File: src/rtl/dma_serial_tx_pkg.sv
// Purpose: shared constants for the chained-transfer serial transmitter
// Assumes: 40 MHz system clock
// Notes:   frame is start bit, eight data bits, stop bit
package dma_serial_tx_pkg;
  localparam int unsigned CLK_HZ          = 40000000;
  localparam int unsigned BIT_RATE_HZ     = 9600;
  localparam int unsigned BIT_CYCLES      = CLK_HZ / BIT_RATE_HZ;
  localparam int unsigned FRAME_MOVES     = 10;
  localparam int unsigned DATA_BITS       = 8;
  localparam int unsigned SG_MAJOR_COUNT  = 12;
  localparam int unsigned DESC_ALIGN_BYTES = 32;
  localparam logic [7:0]  TERMINATOR      = 8'h00;
  localparam logic [7:0]  START_BIT_SLOT  = 8'h00;
  localparam logic [7:0]  STOP_BIT_SLOT   = 8'h01;
  localparam logic [1:0]  MODE_CONT       = 2'h0;
  localparam logic [1:0]  MODE_FIXED      = 2'h1;
  localparam logic [1:0]  MODE_VAR        = 2'h2;
  localparam logic [1:0]  MODE_SG         = 2'h3;
  localparam int unsigned FIFO_DEPTH      = 8;
  localparam int unsigned MSG_DEPTH       = 64;

  typedef enum logic [4:0] {
    ST_IDLE    = 5'b00001,
    ST_LOAD    = 5'b00010,
    ST_BITS    = 5'b00100,
    ST_STOPDSC = 5'b01000,
    ST_RELOAD  = 5'b10000
  } tx_state_t;
endpackage

File: src/rtl/dma_serial_tx.sv
// Purpose: serial transmitter modelled on chained transfer channels and a bit timer
// Assumes: inputs synchronous to clk; message buffer loaded before start
// Notes:   parallel word is registered from the same next slot values, so both views always agree
//
// Functional notes
// each character is ten one-byte moves of single frame bits onto the pin
// bit timer fires at 9600 Hz; one overflow gives exactly one bit
// frame is start bit, eight mirrored data bits, then stop bit
// per-pin slots and parallel word show the same pin state both ways
// bit channel major-loop end links to buffer channel for next character
// buffer channel moves one message byte into eight data slots, advancing
// continuous mode keeps bit channel enabled, repeating message forever
// software starts fixed-length burst by activating buffer channel
// fixed mode sends exactly the message array size in characters; code sends msg_len characters instead
// variable mode compare channel copies each outgoing byte to comparator
// comparator match requests control channel, which stops the bit timer
// the variable-length terminator is the zero byte
// variable mode starts by control channel enabling timer; stops on terminator
// scatter-gather: after 12 characters a user descriptor writes timer stop
// after stop descriptor the original descriptor is reloaded for next message
// software aligns user descriptors on 32-byte boundaries
// with minor and major links both due, only the major link is made
// stopped timer leaves the pin at stop-bit level, idling high
`timescale 1ns/1ps
module dma_serial_tx
  import dma_serial_tx_pkg::*;
#(
  parameter int unsigned BIT_CYCLES_P = BIT_CYCLES,
  parameter int unsigned MSG_DEPTH_P  = MSG_DEPTH
) (
  input  wire logic       clk,
  input  wire logic       arst_n,
  input  wire logic [1:0] mode,
  input  wire logic [7:0] msg_len,
  input  wire logic       msg_wr,
  input  wire logic [7:0] msg_wr_addr,
  input  wire logic [7:0] msg_wr_data,
  input  wire logic       start,
  input  wire logic       par_wr,
  input  wire logic [7:0] par_wr_data,
  output logic            tx_pin,
  output logic            busy,
  output logic [7:0]      port_parallel_output_word,
  output logic [7:0]      comparator_value,
  output logic            timer_running
);
  logic [7:0]  message_buffer [MSG_DEPTH_P];
  tx_state_t   st_r, st_nxt;
  logic [7:0]  slot_r [FRAME_MOVES];
  logic [7:0]  slot_nxt [FRAME_MOVES];
  logic [15:0] tmr_r, tmr_nxt;
  logic        run_r, run_nxt;
  logic [3:0]  move_r, move_nxt;
  logic [7:0]  rd_r, rd_nxt;
  logic [7:0]  sent_r, sent_nxt;
  logic [7:0]  cmp_r, cmp_nxt;
  logic        pin_r, pin_nxt;
  logic        busy_r, busy_nxt;
  logic        tick;
  logic        f_in_valid, f_in_ready, f_out_valid, f_pop;
  logic [7:0]  f_out;
  logic        f_flush;
  localparam int unsigned MSG_AW = $clog2(MSG_DEPTH_P);

  // a start refused while busy must not throw away bytes already fetched
  assign f_flush = start && (st_r == ST_IDLE);

  // buffer channel fetches ahead into the fifo; stalls when fifo is full
  assign f_in_valid = busy_r && (rd_r < msg_len) && (mode != MODE_CONT || msg_len != 8'h00);
  byte_fifo #(.WIDTH(8), .DEPTH(FIFO_DEPTH)) u_fifo (
    .clk       (clk),
    .arst_n    (arst_n),
    .in_data   (message_buffer[rd_r[MSG_AW-1:0]]),
    .in_valid  (f_in_valid),
    .in_ready  (f_in_ready),
    .out_data  (f_out),
    .out_valid (f_out_valid),
    .out_ready (f_pop),
    .flush     (f_flush)
  );

  assign tick  = run_r && (tmr_r == 16'((BIT_CYCLES_P - 1) & 16'hFFFF));
  assign f_pop = (st_r == ST_LOAD) && f_out_valid;

  always_ff @(posedge clk) begin
    if (msg_wr) begin
      message_buffer[msg_wr_addr[MSG_AW-1:0]] <= msg_wr_data;
    end
  end

  always_comb begin
    st_nxt   = st_r;
    tmr_nxt  = run_r ? (tick ? 16'h0000 : tmr_r + 16'h0001) : 16'h0000;
    run_nxt  = run_r;
    move_nxt = move_r;
    rd_nxt   = rd_r;
    sent_nxt = sent_r;
    cmp_nxt  = cmp_r;
    pin_nxt  = pin_r;
    busy_nxt = busy_r;
    for (int i = 0; i < FRAME_MOVES; i++) begin
      slot_nxt[i] = slot_r[i];
    end
    slot_nxt[0]             = START_BIT_SLOT;
    slot_nxt[FRAME_MOVES-1] = STOP_BIT_SLOT;
    if (par_wr) begin
      for (int i = 0; i < DATA_BITS; i++) begin
        slot_nxt[i+1] = {7'h00, par_wr_data[i]};
      end
    end
    if (f_in_valid && f_in_ready) begin
      rd_nxt = rd_r + 8'h01;
      if (mode == MODE_CONT && rd_r + 8'h01 >= msg_len) begin
        rd_nxt = 8'h00;
      end
    end
    case (st_r)
      ST_IDLE: begin
        pin_nxt = 1'b1;
        if (start) begin
          // fixed/sg: software activates buffer channel; var: control channel
          busy_nxt = 1'b1;
          run_nxt  = 1'b1;
          rd_nxt   = 8'h00;
          sent_nxt = 8'h00;
          st_nxt   = ST_LOAD;
        end
      end
      ST_LOAD: begin
        if (f_out_valid) begin
          for (int i = 0; i < DATA_BITS; i++) begin
            slot_nxt[i+1] = {7'h00, f_out[i]};
          end
          cmp_nxt  = f_out;
          sent_nxt = sent_r + 8'h01;
          move_nxt = 4'h0;
          if (mode == MODE_VAR && f_out == TERMINATOR) begin
            run_nxt  = 1'b0;
            busy_nxt = 1'b0;
            st_nxt   = ST_IDLE;
          end else begin
            st_nxt = ST_BITS;
          end
        end else if (mode != MODE_CONT && rd_r >= msg_len) begin
          run_nxt  = 1'b0;
          busy_nxt = 1'b0;
          st_nxt   = ST_IDLE;
        end
      end
      ST_BITS: begin
        if (tick) begin
          pin_nxt  = slot_r[move_r][0];
          move_nxt = move_r + 4'h1;
          if (move_r == 4'(FRAME_MOVES - 1)) begin
            // major loop end: only the major link to the buffer channel
            move_nxt = 4'h0;
            if (mode == MODE_SG && sent_r == 8'(SG_MAJOR_COUNT)) begin
              st_nxt = ST_STOPDSC;
            end else if (mode == MODE_FIXED && sent_r >= msg_len) begin
              run_nxt  = 1'b0;
              busy_nxt = 1'b0;
              st_nxt   = ST_IDLE;
            end else begin
              st_nxt = ST_LOAD;
            end
          end
        end
      end
      ST_STOPDSC: begin
        run_nxt = 1'b0;
        st_nxt  = ST_RELOAD;
      end
      ST_RELOAD: begin
        rd_nxt   = 8'h00;
        sent_nxt = 8'h00;
        busy_nxt = 1'b0;
        st_nxt   = ST_IDLE;
      end
      default: begin
        st_nxt = ST_IDLE;
      end
    endcase
  end

  always_ff @(posedge clk or negedge arst_n) begin
    if (!arst_n) begin
      st_r   <= ST_IDLE;
      tmr_r  <= 16'h0000;
      run_r  <= 1'b0;
      move_r <= 4'h0;
      rd_r   <= 8'h00;
      sent_r <= 8'h00;
      cmp_r  <= 8'hFF;
      pin_r  <= 1'b1;
      busy_r <= 1'b0;
      for (int i = 0; i < FRAME_MOVES; i++) begin
        slot_r[i] <= 8'h01;
      end
    end else begin
      st_r   <= st_nxt;
      tmr_r  <= tmr_nxt;
      run_r  <= run_nxt;
      move_r <= move_nxt;
      rd_r   <= rd_nxt;
      sent_r <= sent_nxt;
      cmp_r  <= cmp_nxt;
      pin_r  <= pin_nxt;
      busy_r <= busy_nxt;
      for (int i = 0; i < FRAME_MOVES; i++) begin
        slot_r[i] <= slot_nxt[i];
      end
    end
  end

  // parallel word registered straight from the shared slots
  logic [7:0] par_r;
  always_ff @(posedge clk or negedge arst_n) begin
    if (!arst_n) begin
      par_r <= 8'hFF;
    end else begin
      for (int i = 0; i < DATA_BITS; i++) begin
        par_r[i] <= slot_nxt[i+1][0];
      end
    end
  end

  assign tx_pin                    = pin_r;
  assign busy                      = busy_r;
  assign port_parallel_output_word = par_r;
  assign comparator_value          = cmp_r;
  assign timer_running             = run_r;
endmodule

File: src/rtl/byte_fifo.sv
// Purpose: small valid/ready FIFO in the message data path
// Assumes: power-of-two depth
// Notes:   full and empty come from an occupancy counter
`timescale 1ns/1ps
module byte_fifo #(
  parameter int unsigned WIDTH = 8,
  parameter int unsigned DEPTH = 8
) (
  input  wire logic             clk,
  input  wire logic             arst_n,
  input  wire logic [WIDTH-1:0] in_data,
  input  wire logic             in_valid,
  output logic                  in_ready,
  output logic      [WIDTH-1:0] out_data,
  output logic                  out_valid,
  input  wire logic             out_ready,
  input  wire logic             flush
);
  localparam int unsigned AW = $clog2(DEPTH);
  logic [WIDTH-1:0] mem [DEPTH];
  logic [AW-1:0]    wr_r, wr_nxt, rd_r, rd_nxt;
  logic [AW:0]      cnt_r, cnt_nxt;
  logic             push, pop;

  assign in_ready  = (cnt_r != (AW+1)'(DEPTH));
  assign out_valid = (cnt_r != '0);
  assign out_data  = mem[rd_r];
  assign push      = in_valid && in_ready;
  assign pop       = out_valid && out_ready;

  always_comb begin
    wr_nxt  = wr_r + AW'(push);
    rd_nxt  = rd_r + AW'(pop);
    cnt_nxt = cnt_r + (AW+1)'(push) - (AW+1)'(pop);
    if (flush) begin
      wr_nxt  = '0;
      rd_nxt  = '0;
      cnt_nxt = '0;
    end
  end

  always_ff @(posedge clk or negedge arst_n) begin
    if (!arst_n) begin
      wr_r  <= '0;
      rd_r  <= '0;
      cnt_r <= '0;
    end else begin
      wr_r  <= wr_nxt;
      rd_r  <= rd_nxt;
      cnt_r <= cnt_nxt;
    end
  end

  always_ff @(posedge clk) begin
    if (push) begin
      mem[wr_r] <= in_data;
    end
  end
endmodule

File: config.mk
export PLATFORM = sky130hd
export DESIGN_NAME = dma_serial_tx
export DESIGN_NICKNAME = d
export VERILOG_FILES = /design/src/rtl/dma_serial_tx_pkg.sv /design/src/rtl/dma_serial_tx.sv /design/src/rtl/byte_fifo.sv
export SDC_FILE = /design/constraint.sdc
export NUM_CORES = 1
export LEC_CHECK = 0
export BUFFER_PORTS_ARGS = -buffer_cell sky130_fd_sc_hd__buf_4
export CAP_MARGIN = 20
export CELL_PAD_IN_SITES_DETAIL_PLACEMENT = 0
export CELL_PAD_IN_SITES_GLOBAL_PLACEMENT = 1
export CORE_ASPECT_RATIO = 0.9
export CORE_UTILIZATION = 55
export CTS_BUF_LIST = sky130_fd_sc_hd__clkbuf_4 sky130_fd_sc_hd__clkbuf_8 sky130_fd_sc_hd__clkbuf_16
export DETAILED_ROUTE_END_ITERATION = 10
export PLACE_DENSITY = 0.81
export SLEW_MARGIN = 10
export SYNTH_ARGS = -nofsm -noshare
export SYNTH_HDL_FRONTEND = slang
export SYNTH_SLANG_ARGS = --single-unit
File: constraint.sdc
create_clock -name clk -period 6.65 [get_ports clk]
set_input_delay 0.665 -clock clk [delete_from_list [all_inputs] [get_ports clk]]
set_output_delay 0.665 -clock clk [all_outputs]
set_load 0.01 [all_outputs]
Word level (Yosys, flattened, before mapping) --
Memory sizes are Yosys's and may differ from the RTL's. Index checks and enable logic that the tools add are counted. W data, S select, Z words.
Word-level totals: memories 2, output and inout port bits 19, bits in writable memories 576, register bits after elaboration 135
Memories:
- message_buffer | words 64, bits a word 8, rd ports 1, clocked after Yosys merged registers in 0, write ports 1, RTL line dma_serial_tx.sv:47 | logic [7:0] message_buffer [MSG_DEPTH_P];
- u_fifo.mem | words 8, bits a word 8, rd ports 1, clocked after Yosys merged registers in 0, write ports 1, RTL line byte_fifo.sv:20 | logic [WIDTH-1:0] mem [DEPTH];
Cells by class: bitwise logic cells 1, multiplexer cells 47, reduce and logical (&&, ||, !) cells 30, order comparisons 5, equality and inequality tests 20, add/sub/neg operators 8
Operator list (count):
- $mux W64 | 3
- $mux W8 | 5
- $bmux W8 S4 | 1
- $mux W16 | 2
- $mux W5 | 5
- $ge A8 B8 Y1 | 3
- $pmux W8 S3 | 1
- $mux W4 | 5
- $pmux W5 S4 | 1
- $add A16 B1 Y16 const B | 1
- $add A8 B1 Y8 const B | 2
- $eq A16 B13 Y1 const B | 1
- $pmux W8 S2 | 1
- $reduce_and A8 Y1 | 2
- $mux W1 | 15
- $logic_and A1 B1 Y1 | 12
- $ne A2 B2 Y1 const B | 6
- $reduce_bool A4 Y1 | 3
- $mux W3 | 3
- $eq A8 B4 Y1 const B | 1
- $logic_not A8 Y1 | 1
- $lt A8 B8 Y1 | 1
- $pmux W1 S4 | 2
- $pmux W4 S2 | 1
- other kinds (26) | 33

Logic depth before layout (Yosys ltp) --
Gate-level depths: netlist of run 1.
depth in word-level cells 7, depth in mapped cells 15, gate-level depth less buffers 12

Cells and area by module --
Synthesis of run 1 repeated with hierarchy kept, for this count alone.
Second synthesis, totals: cells, all modules 1542, area total of the unflattened synthesis 26784.4 um2
Modules (own cells, without submodules):
- dma_serial_tx | sequential area each 16925.0 um2, cells an instance 1385, area an instance 23694.0 um2, times used 1
- byte_fifo | sequential area each 2172.1 um2, cells an instance 157, area an instance 3090.5 um2, times used 1

Worst setup path before layout of run 1 --
No wires, ideal clock.
path kind reg2reg, from reg rd_r[0], to mem u_fifo.mem[2][0] (enable), arrival 2635 ps, stages on the path, launching flop included 11, required time 6252 ps, period minus slack after synthesis 3033 ps, path slack 3617 ps, path through dfrtp_1 -> buf_2 -> buf_2 -> buf_2 -> inv_1 -> ha_1 -> nand2b_1 -> a21oi_1 -> o21ai_0 -> nand2_1 -> nor4b_1
On the way: longest elaborated chain between the ends 6
RTL lines:
- start: declaration | RTL line dma_serial_tx.sv:54 | logic [7:0] rd_r, rd_nxt;
- start signal: assignment | RTL line dma_serial_tx.sv:204 | rd_r <= rd_nxt;
- $lt A8 B8 Y1 | RTL line dma_serial_tx.sv:69 | assign f_in_valid = busy_r && (rd_r < msg_len) && (mode != MODE_CONT || msg_len != 8'h00);
- $logic_and A1 B1 Y1 (2 in a row) | RTL line dma_serial_tx.sv:69
- $logic_and A1 B1 Y1 | RTL line byte_fifo.sv:28 | assign push = in_valid && in_ready;
- $mux W1 | RTL line byte_fifo.sv:55 | if (push) begin
- $mux W1 (not written as such) | RTL line byte_fifo.sv:56 | mem[wr_r] <= in_data;
- end: declaration | RTL line byte_fifo.sv:20
No other way between the ends.

Worst setup path in the final report of run 1 --
from reg rd_r[0], to mem u_fifo.mem[6][3], data pin
On the way: longest elaborated chain between the ends 1
RTL lines:
- $mem_v2 Z64 W8
- via u_fifo.in_data[3] | RTL line byte_fifo.sv:11 | input wire logic [WIDTH-1:0] in_data,
The timed path passes the listed nets, and every way through them passes these cells.

==> impl_metrics.env, run 1 <==
export IMPL_use_met1=0.317
export IMPL_final_period_minus_worst_setup_slack_ps=4230
export IMPL_detail_route_drc_violations=0
export IMPL_number_of_top_level_pins=58
export IMPL_outcome="completed"
export IMPL_met2_usage=0.382
export IMPL_vias=14400
export IMPL_path_depth=6
export IMPL_timing_critical_path_from_type="register"
export IMPL_maximum_number_of_pins_on_one_net_before_global_route_repair=72
export IMPL_numCtsBuffers=60
export IMPL_clkSinkCount=647
export IMPL_gp_congestion=0.911
export IMPL_cts_hold_buffers=0
export IMPL_crit_slowest_cell="dfrtp_4"
export IMPL_worstPathRequired_ps=6920
export IMPL_headroom_to_the_max_slew_limit=0.277
export IMPL_r2r_worst_path_cells=6
export IMPL_drive_gt1_frac=0.173
export IMPL_postSynthAreaPerCell_um2=16.6
export IMPL_hp_class="input port to asynchronous set/reset pin"
export IMPL_finalCritPeriodShare=0.636
export IMPL_number_of_enable_flip_flop_cells_after_synthesis=576
export IMPL_detailedRoute_firstIterationViolations=1307
export IMPL_cp_endpoint="u_fifo.mem[6][3]"
export IMPL_worst_skew_pair_late_latency_ps=660
export IMPL_floorplan_initialDensity=0.559
export IMPL_placeableCoreArea_mm2=0.0480
export IMPL_clock_root_buffer="clkbuf_16"
export IMPL_postCtsResizedCells=0
export IMPL_fmax_mhz=237
export IMPL_post_synth_top_area_fraction=0.645
export IMPL_grt_use_met3=0.0333
export IMPL_path_delay_family="flip-flops"
export IMPL_buffer_ports_inserted=55
export IMPL_ys_async_sr_fraction=0.110
export IMPL_ys_seq_elements=647
export IMPL_post_drt_wl_per_cell_um=24.0
export IMPL_grt_util_all_layers=0.230
export IMPL_worstPathCellList="buf_4, mux4_2, o22ai_1, nor3_1, a211oi_1, nor2_1"
export IMPL_clock_tree_htree_level_count=2
export IMPL_postSynthCellCount=1613
export IMPL_postSynth_topFlopCell="edfxtp_1"
export IMPL_avgViaCountPerCell=6.19
export IMPL_power_switching_mw=3.11
export IMPL_internal_cell_power_mw=7.74
export IMPL_cp_slowest_stage_delay_ps=1030
export IMPL_path_buf_inv=1
export IMPL_path_class="register to register"
export IMPL_die_height_um=212
export IMPL_ir_worst_vdd_mv=0.252
export IMPL_synthesis_nets=1694
export IMPL_detailed_place_hpwl_um=34000
export IMPL_end_kind="register"
export IMPL_worst_r2r_startpoint="rd_r[0]"
export IMPL_synth_area_leaders="edfxtp_1 (64%), mux4_2 (8.0%), dfrtp_1 (4.9%)"
export IMPL_clkSlewWorstSetupHoldPaths_ps=60
export IMPL_count_of_cell_types_in_the_netlist=64
export IMPL_number_of_global_route_vias_before_repair=14500
export IMPL_timing_setup_tns_ps=0
export IMPL_setup_repair_after_global_routing_missed_its_margin="no"
export IMPL_grt_pass1_wl_um=85900
export IMPL_die_width_um=235
export IMPL_drv_slew=0
export IMPL_yosysWarningCount=0
export IMPL_areaGrowthSynthToFinish_pct=10.9
export IMPL_mappedNetlistArea_mm2=0.0268
export IMPL_power_leakage_nw=9.83
export IMPL_rows=76
export IMPL_largest_driver_fanout_on_the_critical_path=59
export IMPL_max_cap_viol_count=0
export IMPL_p_sw_frac=0.287
export IMPL_setup_reg_to_reg_worst_slack_ps=2420
export IMPL_grt_overflow_total=0
export IMPL_place_area_mm2=0.0278
export IMPL_p_seq_frac=0.464
export IMPL_stdcell_area_mm2=0.0297
export IMPL_cts_post_setup_buffers_inserted=0
export IMPL_insertedDiodeCount=0
export IMPL_first_pass_iters=5
export IMPL_die_area_mm2=0.0497
export IMPL_globalRoute_busiestLayer="met2"
export IMPL_synth_top_cell_by_area="edfxtp_1"
export IMPL_layout_nets=1744
export IMPL_post_drt_antenna_nets=0
export IMPL_finalSetupViolCount=0
export IMPL_finalClockSkew_ps=59.4
export IMPL_critical_path_reg2reg_endpoint="u_fifo.mem[6][3]"
export IMPL_clk_path_buf_depth=3
export IMPL_cellPowerDensity_mw_per_mm2=365
export IMPL_clock_network_power_share=0.310
export IMPL_yosysSeqAreaShare=0.712
export IMPL_setup_worst_path_start="rd_r[0]"
export IMPL_grt_antenna_before_repair=0
export IMPL_wl_um=56000
export IMPL_clock_tree_from_tritoncts="yes"
export IMPL_finalHoldViolCount=0
export IMPL_tightestPinTransition_ps=1080
export IMPL_worstPathArrival_ps=4490
export IMPL_comb_power_share=0.227
[cell usage in the layout (no fill, tap or decap), types with 5 or more instances in the layout]
master,netlist,layout
edfxtp_1,576,576
nor2_1,140,140
mux2i_1,107,107
mux4_2,95,95
buf_4,8,69
nand2_1,63,63
clkbuf_16,0,60
a21oi_1,50,50
dfrtp_1,52,50
o22ai_1,49,49
o221ai_1,44,44
ha_1,41,41
nor3_1,32,30
inv_1,29,29
o21ai_0,25,25
nor2b_1,22,22
nand3_1,21,21
dfstp_2,19,19
xor2_1,18,18
a211oi_1,17,17
clkinv_1,1,15
nand2b_1,13,12
nand4_1,11,11
clkbuf_4,0,11
and3_1,9,9
xnor2_1,9,9
clkinv_2,0,9
nor4_1,8,8
o32ai_1,8,8
or3_1,6,6
a31oi_1,5,5
nand3b_1,5,5
clkinvlp_4,0,5
bufinv_16,0,5
[power groups by stage]
stage	clock, mW	sequential, mW	combinational, mW
after CTS	3.41	5.04	2.46
after detailed placement	0	5.12	2.45
after global routing	3.55	5.07	2.67
after global placement	0	5.11	2.40
final	3.36	5.03	2.46
after floorplan	0	4.97	1.85
[cell type report]
cell class | count | area (µm²)
Clock inverter | 37 | 359
Tap cell | 624 | 781
Fill cell | 3469 | 18300
Timing Repair Buffer | 72 | 533
Clock buffer | 71 | 1580
Multi-Input combinational cell | 852 | 7260
Sequential cell | 647 | 19100
Inverter | 30 | 113
[routing by layer]
metal	part of all wire	routed length, µm
met1	0.43	23800
met5	0	0
met4	0.027	1500
met3	0.063	3520
met2	0.49	27200
[worst min path at each step]
stage | end | slack, ps | cells past startpoint
after detailed placement | comparator_value[7] | 490 | 2
final | tmr_r[4] | 160 | 1
after CTS | sent_r[0] | 200 | 1
after floorplan | busy | 370 | 0
after global placement | comparator_value[0] | 490 | 2
after global routing | tmr_r[0] | 250 | 1
[cells in the mapped netlist (4+ instances only)]
cell type and n:
mux4_2 95, a21oi_1 50, and3_1 9, nor4b_1 5, or2_2 4, dfrtp_1 52, xnor2_1 9, nand2b_1 13
o22ai_1 49, a211oi_1 17, ha_1 41, mux2i_1 107, o221ai_1 44, nor3b_1 4, o21ai_0 25, nor3_1 32
nand4_1 11, nand2_1 63, nor4_1 8, buf_2 23, a31oi_1 5, clkbuf_1 38, inv_1 29, buf_4 8
nand3b_1 5, buf_1 15, o32ai_1 8, nor2b_1 22, dfstp_2 19, nor2_1 140, edfxtp_1 576, xor2_1 18
o211ai_1 4, or3_1 6, nand3_1 21
[logic make-up (layout without fill, tap and decap cells)]
family / count (synthesis) / after routing / share of synthesized area
flip-flops: 647 / 647 / 0.712
other: 1 / 1 / 0.000140
multiplexers: 204 / 204 / 0.121
AO/OA/AOI/OAI: 227 / 227 / 0.0579
XOR/XNOR: 27 / 27 / 0.00882
buffers and inverters: 114 / 210 / 0.0181
adder cells (fa/ha/maj): 42 / 42 / 0.0199
AND/OR/NAND/NOR: 351 / 351 / 0.0620
[per-stage QoR]
stage,util,power [mW],worst slack [ps],instances,hold WS [ps]
floorplan,-,6.82,3620,1613,369
detailed placement,0.578,7.57,2470,2225,492
finish,0.619,10.8,2420,2333,163
CTS,0.619,10.9,2450,2333,203
global placement,0.578,7.52,2440,2222,491
global route,0.619,11.3,2200,2333,253
[flip-flops by register name, summed over array words and instances, names as in the netlist]
| signal | count |
|---|---|
| message_buffer | 512 |
| u_fifo.mem | 64 |
| tmr_r | 16 |
| comparator_value | 8 |
| rd_r | 8 |
| sent_r | 8 |
| port_parallel_output_word | 7 |
| st_r | 5 |
| move_r | 4 |
| u_fifo.cnt_r | 4 |
| u_fifo.rd_r | 3 |
| u_fifo.wr_r | 3 |
| slot_r | 2 |
| busy | 1 |
| timer_running | 1 |
| tx_pin | 1 |
[worst register-to-register path, delay by kind of cell (launching register included)]
| family | cells | cell delay (ps) |
|---|---|---|
| muxes | 1 | 680 |
| buffers and inverters | 1 | 1020 |
| DFF | 1 | 1030 |
| AOI/OAI and AO/OA | 2 | 750 |
| and+or+nand+nor | 2 | 410 |
(Power assumes the default switching activity.)
==> run 2, diff against run 1 <==
--- a/config.mk
+++ b/config.mk
@@ -10,10 +10,10 @@
 export CELL_PAD_IN_SITES_DETAIL_PLACEMENT = 0
 export CELL_PAD_IN_SITES_GLOBAL_PLACEMENT = 1
 export CORE_ASPECT_RATIO = 0.9
-export CORE_UTILIZATION = 55
+export CORE_UTILIZATION = 49
 export CTS_BUF_LIST = sky130_fd_sc_hd__clkbuf_4 sky130_fd_sc_hd__clkbuf_8 sky130_fd_sc_hd__clkbuf_16
 export DETAILED_ROUTE_END_ITERATION = 10
-export PLACE_DENSITY = 0.81
+export PLACE_DENSITY = 0.76
 export SLEW_MARGIN = 10
 export SYNTH_ARGS = -nofsm -noshare
 export SYNTH_HDL_FRONTEND = slang
==> constraint.sdc (replaced) <==
create_clock -name clk -period 3.85 [get_ports clk]
set_input_delay 0.385 -clock clk [delete_from_list [all_inputs] [get_ports clk]]
set_output_delay 0.385 -clock clk [all_outputs]
set_load 0.01 [all_outputs]
==> run 2 against run 1 <==
Non-clock buffer count rose by 20. Clock-buffer cell count grew 13. Combinational power is 85% higher. Cell count up 4.3%. Design area increased by 1.7%. Largest power group unchanged. Highest routed layer unchanged.
==> impl_metrics.env, run 2 (synthesis gave the netlist of run 1 again) <==
export IMPL_outcome="completed"
export IMPL_worst_skew_pair_late_latency_ps=610
export IMPL_totalPowerFinal_mw=19.4
export IMPL_final_worst_hold_slack_ps=109
export IMPL_worstPathRequired_ps=4340
export IMPL_setup_worst_path_start="rd_r[0]"
export IMPL_setup_reg_to_reg_worst_slack_ps=520
export IMPL_post_drt_wl_per_cell_um=23.4
export IMPL_drive_gt1_frac=0.182
export IMPL_floorplan_initialDensity=0.501
export IMPL_areaGrowthSynthToFinish_pct=12.7
export IMPL_path_class="register to register"
export IMPL_detailedRoute_firstIterationViolations=1176
export IMPL_critical_path_reg2reg_endpoint="rd_r[1]"
export IMPL_gp_congestion=0.828
export IMPL_place_area_mm2=0.0281
export IMPL_postCtsResizedCells=0
export IMPL_path_delay_family="compound AO/OA/AOI/OAI gates"
export IMPL_cp_slowest_stage_delay_ps=720
export IMPL_setup_repair_after_global_routing_missed_its_margin="no"
export IMPL_finalCritPeriodShare=0.866
export IMPL_finalSetupViolCount=0
export IMPL_met2_usage=0.337
export IMPL_crit_slowest_cell="dfrtp_4"
export IMPL_numCtsBuffers=66
export IMPL_vias=14400
export IMPL_buffer_ports_inserted=55
export IMPL_wl_um=56900
export IMPL_die_height_um=224
export IMPL_first_pass_iters=4
export IMPL_detail_route_drc_violations=0
export IMPL_stdcell_area_mm2=0.0302
export IMPL_r2r_worst_path_cells=10
export IMPL_avgViaCountPerCell=5.90
export IMPL_placeableCoreArea_mm2=0.0536
export IMPL_regArea_mm2=0.0191
export IMPL_end_kind="register"
export IMPL_power_leakage_nw=10.1
export IMPL_timing_critical_path_from_type="register"
export IMPL_layout_common_cells="edfxtp_1 (576), nor2_1 (140), mux2i_1 (107)"
export IMPL_layout_nets=1770
export IMPL_clk_path_buf_depth=3
export IMPL_fmax_mhz=300
export IMPL_post_route_util=0.565
export IMPL_timing_hold_worst_start="par_wr_data[2]"
export IMPL_clock_tree_htree_level_count=3
export IMPL_drv_slew=0
export IMPL_max_cap_viol_count=0
export IMPL_die_area_mm2=0.0557
export IMPL_nFillCells=4091
export IMPL_worstPathArrival_ps=3820
export IMPL_grt_overflow_total=0
export IMPL_hp_class="input port to register"
export IMPL_worst_r2r_startpoint="rd_r[0]"
export IMPL_use_met1=0.291
export IMPL_finalClockSkew_ps=24.1
export IMPL_clkSinkCount=647
export IMPL_final_period_minus_worst_setup_slack_ps=3330
export IMPL_largest_driver_fanout_on_the_critical_path=23
export IMPL_worstPathCellList="ha_1, nand3_1, nor2_1, xor2_1, ha_1, a211oi_1, nand2_1, o221ai_1, nand3_1, o21ai_0"
export IMPL_tightestPinTransition_ps=930
export IMPL_maximum_number_of_pins_on_one_net_before_global_route_repair=72
export IMPL_rows=80
export IMPL_insertedDiodeCount=0
export IMPL_ir_worst_vdd_mv=0.403
export IMPL_post_drt_antenna_nets=0
export IMPL_multi_input_gate_area_mm2=0.00725
export IMPL_finalHoldViolCount=0
export IMPL_grt_util_all_layers=0.208
export IMPL_timing_setup_tns_ps=0
export IMPL_largest_register_ffs=512
export IMPL_grt_use_met3=0.0393
export IMPL_cellPowerDensity_mw_per_mm2=640
export IMPL_clock_root_buffer="clkbuf_16"
export IMPL_most_frequent_standard_cell_in_the_layout_excluding_fill_and_tap_cells="edfxtp_1"
export IMPL_grt_pass1_wl_um=86600
export IMPL_number_of_global_route_vias_before_repair=14200
export IMPL_hold_path_cell_count=3
export IMPL_path_buf_inv=0
export IMPL_detailed_place_hpwl_um=35200
export IMPL_globalRoute_busiestLayer="met2"
export IMPL_die_width_um=249
export IMPL_number_of_top_level_pins=58
export IMPL_clock_tree_from_tritoncts="yes"
export IMPL_worstHoldEndpoint="port_parallel_output_word[2]"
export IMPL_grt_antenna_before_repair=0
export IMPL_headroom_to_the_max_slew_limit=0.378
export IMPL_clkSlewWorstSetupHoldPaths_ps=60
==> run 2: cell count changes in the layout (fill, tap and decap cells not counted), moves of 3 or more <==
cell / delta
buf_4: +15
buf_12: +6
clkinvlp_4: -3
clkbuf_16: +7
clkinv_2: -4
clkbuf_8: +6
clkinv_1: +3
==> run 2: power breakdown <==
part,internal (mW),switching (mW)
Combinational,1.96,2.58
Sequential,8.26,0.309
Clock,3.67,2.59
==> run 2: worst reg2reg max path: stages (launching register included) <==
cell	delay, ps
dfrtp_4	720
ha_1	310
nand3_1	190
nor2_1	190
xor2_1	220
ha_1	290
a211oi_1	240
nand2_1	80
o221ai_1	500
nand3_1	250
o21ai_0	230
==> run 2: layout make-up <==
class	count	area share
clock buffers	84	0.0609
clock inverters	32	0.00981
inverters	30	0.00372
multi-input cells	852	0.240
flip-flops and latches	647	0.632
well taps	697	0.0288
repair buffers	92	0.0253
==> run 2: through the flow <==
| step | setup WS, ps | instances |
|---|---|---|
| 6_report | 518 | 2434 |
| 5_1_grt | 184 | 2434 |
| 2_1_floorplan | 817 | 1613 |
| 3_3_place_gp | 498 | 2316 |
| 4_1_cts | 501 | 2433 |
| 3_5_place_dp | 538 | 2316 |
==> run 2: layer usage <==
layer  part of all wire  routed length [µm]  vias up
li1                   -                   -     6583
met1               0.44               25200     7268
met2               0.48               27500      422
met3              0.054                3070       87
met4              0.021                1170        0
met5                  0                   0        -
==> run 2: worst max-delay path by stage <==
stage / end / slack [ps] / depth (start not counted)
finish: rd_r[1] / 520 / 10
floorplan: u_fifo.mem[2][0] / 820 / 10
global route: rd_r[4] / 180 / 10
global placement: rd_r[4] / 500 / 10
detailed placement: rd_r[4] / 540 / 10
CTS: rd_r[1] / 500 / 10
==> run 2: what timing repair did <==
item | in CTS | in global routing
setup buffers | 0 | 0
endpoints found under the hold margin | 52 | 0
hold buffers | 1 | 0
==> run 3, diff against run 2 <==
--- a/config.mk
+++ b/config.mk
@@ -14,6 +14,7 @@
 export CTS_BUF_LIST = sky130_fd_sc_hd__clkbuf_4 sky130_fd_sc_hd__clkbuf_8 sky130_fd_sc_hd__clkbuf_16
 export DETAILED_ROUTE_END_ITERATION = 10
 export PLACE_DENSITY = 0.76
+export RECOVER_POWER = 50
 export SLEW_MARGIN = 10
 export SYNTH_ARGS = -nofsm -noshare
 export SYNTH_HDL_FRONTEND = slang
==> run 3 against run 2 <==
The run now ends with capacitance limit, slew limit left. Maximum frequency down 0.19%. Clock-buffer cell count unchanged. Utilization fell by 0.098 points. Clock power about the same. Die area unchanged. Non-clock buffer count stayed put. Sequential power is essentially flat. Via count grew 0.15%. First-iteration DRC count down 2.4%. Critical endpoint unchanged. Clock skew about the same. Critical path depth is the same.
==> impl_metrics.env, run 3 (synthesis gave the netlist of run 1 again) <==
export IMPL_timing_critical_path_from_type="register"
export IMPL_clock_root_buffer="clkbuf_16"
export IMPL_detailedRoute_firstIterationViolations=1148
export IMPL_max_cap_viol_count=9
export IMPL_clkSlewWorstSetupHoldPaths_ps=60
export IMPL_buffer_ports_inserted=55
export IMPL_number_of_global_route_vias_before_repair=14200
export IMPL_maximum_number_of_pins_on_one_net_before_global_route_repair=72
export IMPL_avgViaCountPerCell=5.91
export IMPL_insertedDiodeCount=0
export IMPL_die_area_mm2=0.0557
export IMPL_cp_slowest_stage_delay_ps=720
export IMPL_post_drt_wl_per_cell_um=23.4
export IMPL_ir_worst_vdd_mv=0.405
export IMPL_end_kind="register"
export IMPL_worstPathArrival_ps=3830
export IMPL_crit_slowest_cell="dfrtp_4"
export IMPL_grt_antenna_before_repair=0
export IMPL_drive_gt1_frac=0.174
export IMPL_die_width_um=249
export IMPL_most_frequent_standard_cell_in_the_layout_excluding_fill_and_tap_cells="edfxtp_1"
export IMPL_post_route_util=0.564
export IMPL_path_class="register to register"
export IMPL_detail_route_drc_violations=0
export IMPL_detailed_place_hpwl_um=35200
export IMPL_grt_pass1_wl_um=86600
export IMPL_finalCritPeriodShare=0.867
export IMPL_clk_path_buf_depth=3
export IMPL_setup_repair_after_global_routing_missed_its_margin="no"
export IMPL_clock_tree_from_tritoncts="yes"
export IMPL_cts_post_setup_buffers_inserted=0
export IMPL_grt_util_all_layers=0.208
export IMPL_fmax_mhz=300
export IMPL_worstPathCellList="ha_1, nand3_1, nor2_1, xor2_1, ha_1, a211oi_1, nand2_1, o221ai_1, nand3_1, o21ai_0"
export IMPL_floorplan_initialDensity=0.501
export IMPL_largest_driver_fanout_on_the_critical_path=23
export IMPL_rows=80
export IMPL_post_drt_antenna_nets=0
export IMPL_clock_tree_htree_level_count=3
export IMPL_finalSetupViolCount=0
export IMPL_layout_common_cells="edfxtp_1 (576), nor2_1 (140), mux2i_1 (107)"
export IMPL_finalClockSkew_ps=24.3
export IMPL_first_pass_iters=5
export IMPL_largest_register_ffs=512
export IMPL_finalHoldViolCount=0
export IMPL_final_period_minus_worst_setup_slack_ps=3340
export IMPL_worst_skew_pair_late_latency_ps=600
export IMPL_vias=14400
export IMPL_tightestPinTransition_ps=3240
export IMPL_areaGrowthSynthToFinish_pct=12.5
export IMPL_place_area_mm2=0.0281
export IMPL_power_leakage_nw=10.0
export IMPL_postCtsResizedCells=0
export IMPL_numCtsBuffers=66
export IMPL_worstPathRequired_ps=4340
export IMPL_number_of_top_level_pins=58
export IMPL_wl_um=56900
export IMPL_die_height_um=224
export IMPL_hp_class="input port to register"
export IMPL_clkSinkCount=647
export IMPL_failing_checks="capacitance limit, slew limit"
export IMPL_outcome="complete, but fails checks"
export IMPL_gp_congestion=0.828
export IMPL_stdcell_area_mm2=0.0302
export IMPL_grt_overflow_total=0
export IMPL_headroom_to_the_max_slew_limit=-1.16
export IMPL_timing_setup_tns_ps=0
export IMPL_cellPowerDensity_mw_per_mm2=641
export IMPL_drv_slew=592
export IMPL_layout_nets=1770
export IMPL_placeableCoreArea_mm2=0.0536
run 3: changes by cell type in the layout (fill, tap and decap cells not counted), sizes merged:
cell,previous run,this run
buf,91,76
clkbuf,84,99
run 3: timing repair:
item | in CTS | in global routing
endpoints found under the setup margin | 0 | 0
hold endpoints to repair | 52 | 0
hold buffers | 1 | 0
run 3: layout make-up:
type / count / area [µm²]
sequential: 647 / 19100
clock buffer: 84 / 1840
fill: 4099 / 23400
inverter: 30 / 113
multi-input combinational: 852 / 7250
timing repair buffer: 92 / 713
clock inverter: 32 / 297
tap: 697 / 872
run 3: final timing paths:
kind                            depth (start not counted)                      endpoint  slack (ps)           startpoint
worst max-delay path                                   10                       rd_r[1]         510              rd_r[0]
worst min-delay path                                    3  port_parallel_output_word[2]         110       par_wr_data[2]
worst max register to register                         10                       rd_r[1]         510              rd_r[0]
worst min register to register                          2           comparator_value[1]         500  comparator_value[1]
max in group asynchronous                               2                       rd_r[1]        1740               arst_n
min in group asynchronous                               2                      tmr_r[1]         820               arst_n
run 3: metal layers:
| metal | part of all wire | routed length [µm] | GRT usage | vias up |
|---|---|---|---|---|
| li1 | - | - | - | 6584 |
| met1 | 0.44 | 25000 | 0.291 | 7272 |
| met2 | 0.48 | 27500 | 0.337 | 444 |
| met3 | 0.058 | 3290 | 0.0393 | 82 |
| met4 | 0.020 | 1150 | 0.0537 | 0 |
| met5 | 0 | 0 | 0 | - |
run 3: through the flow:
stage	cells	hold slack, ps	power [mW]	setup WS, ps
2_1_floorplan	1613	89.4	11.8	817
4_1_cts	2433	80.3	19.5	501
6_report	2434	111	19.4	511
5_1_grt	2434	101	20.2	184
3_5_place_dp	2316	493	13.3	538
3_3_place_gp	2316	491	13.2	498
run 3: worst max-delay path, delay by kind of cell, from the launching register on:
kind / cells / cell delay (ps)
flops: 1 / 720
simple gates: 4 / 720
fa+ha+maj: 2 / 600
xor+xnor: 1 / 220
compound gates: 3 / 970
run 3: where the power goes:
| part | switching (mW) | internal [mW] |
|---|---|---|
| sequential | 0.309 | 8.27 |
| combinational | 2.58 | 1.95 |
| clock | 2.59 | 3.67 |
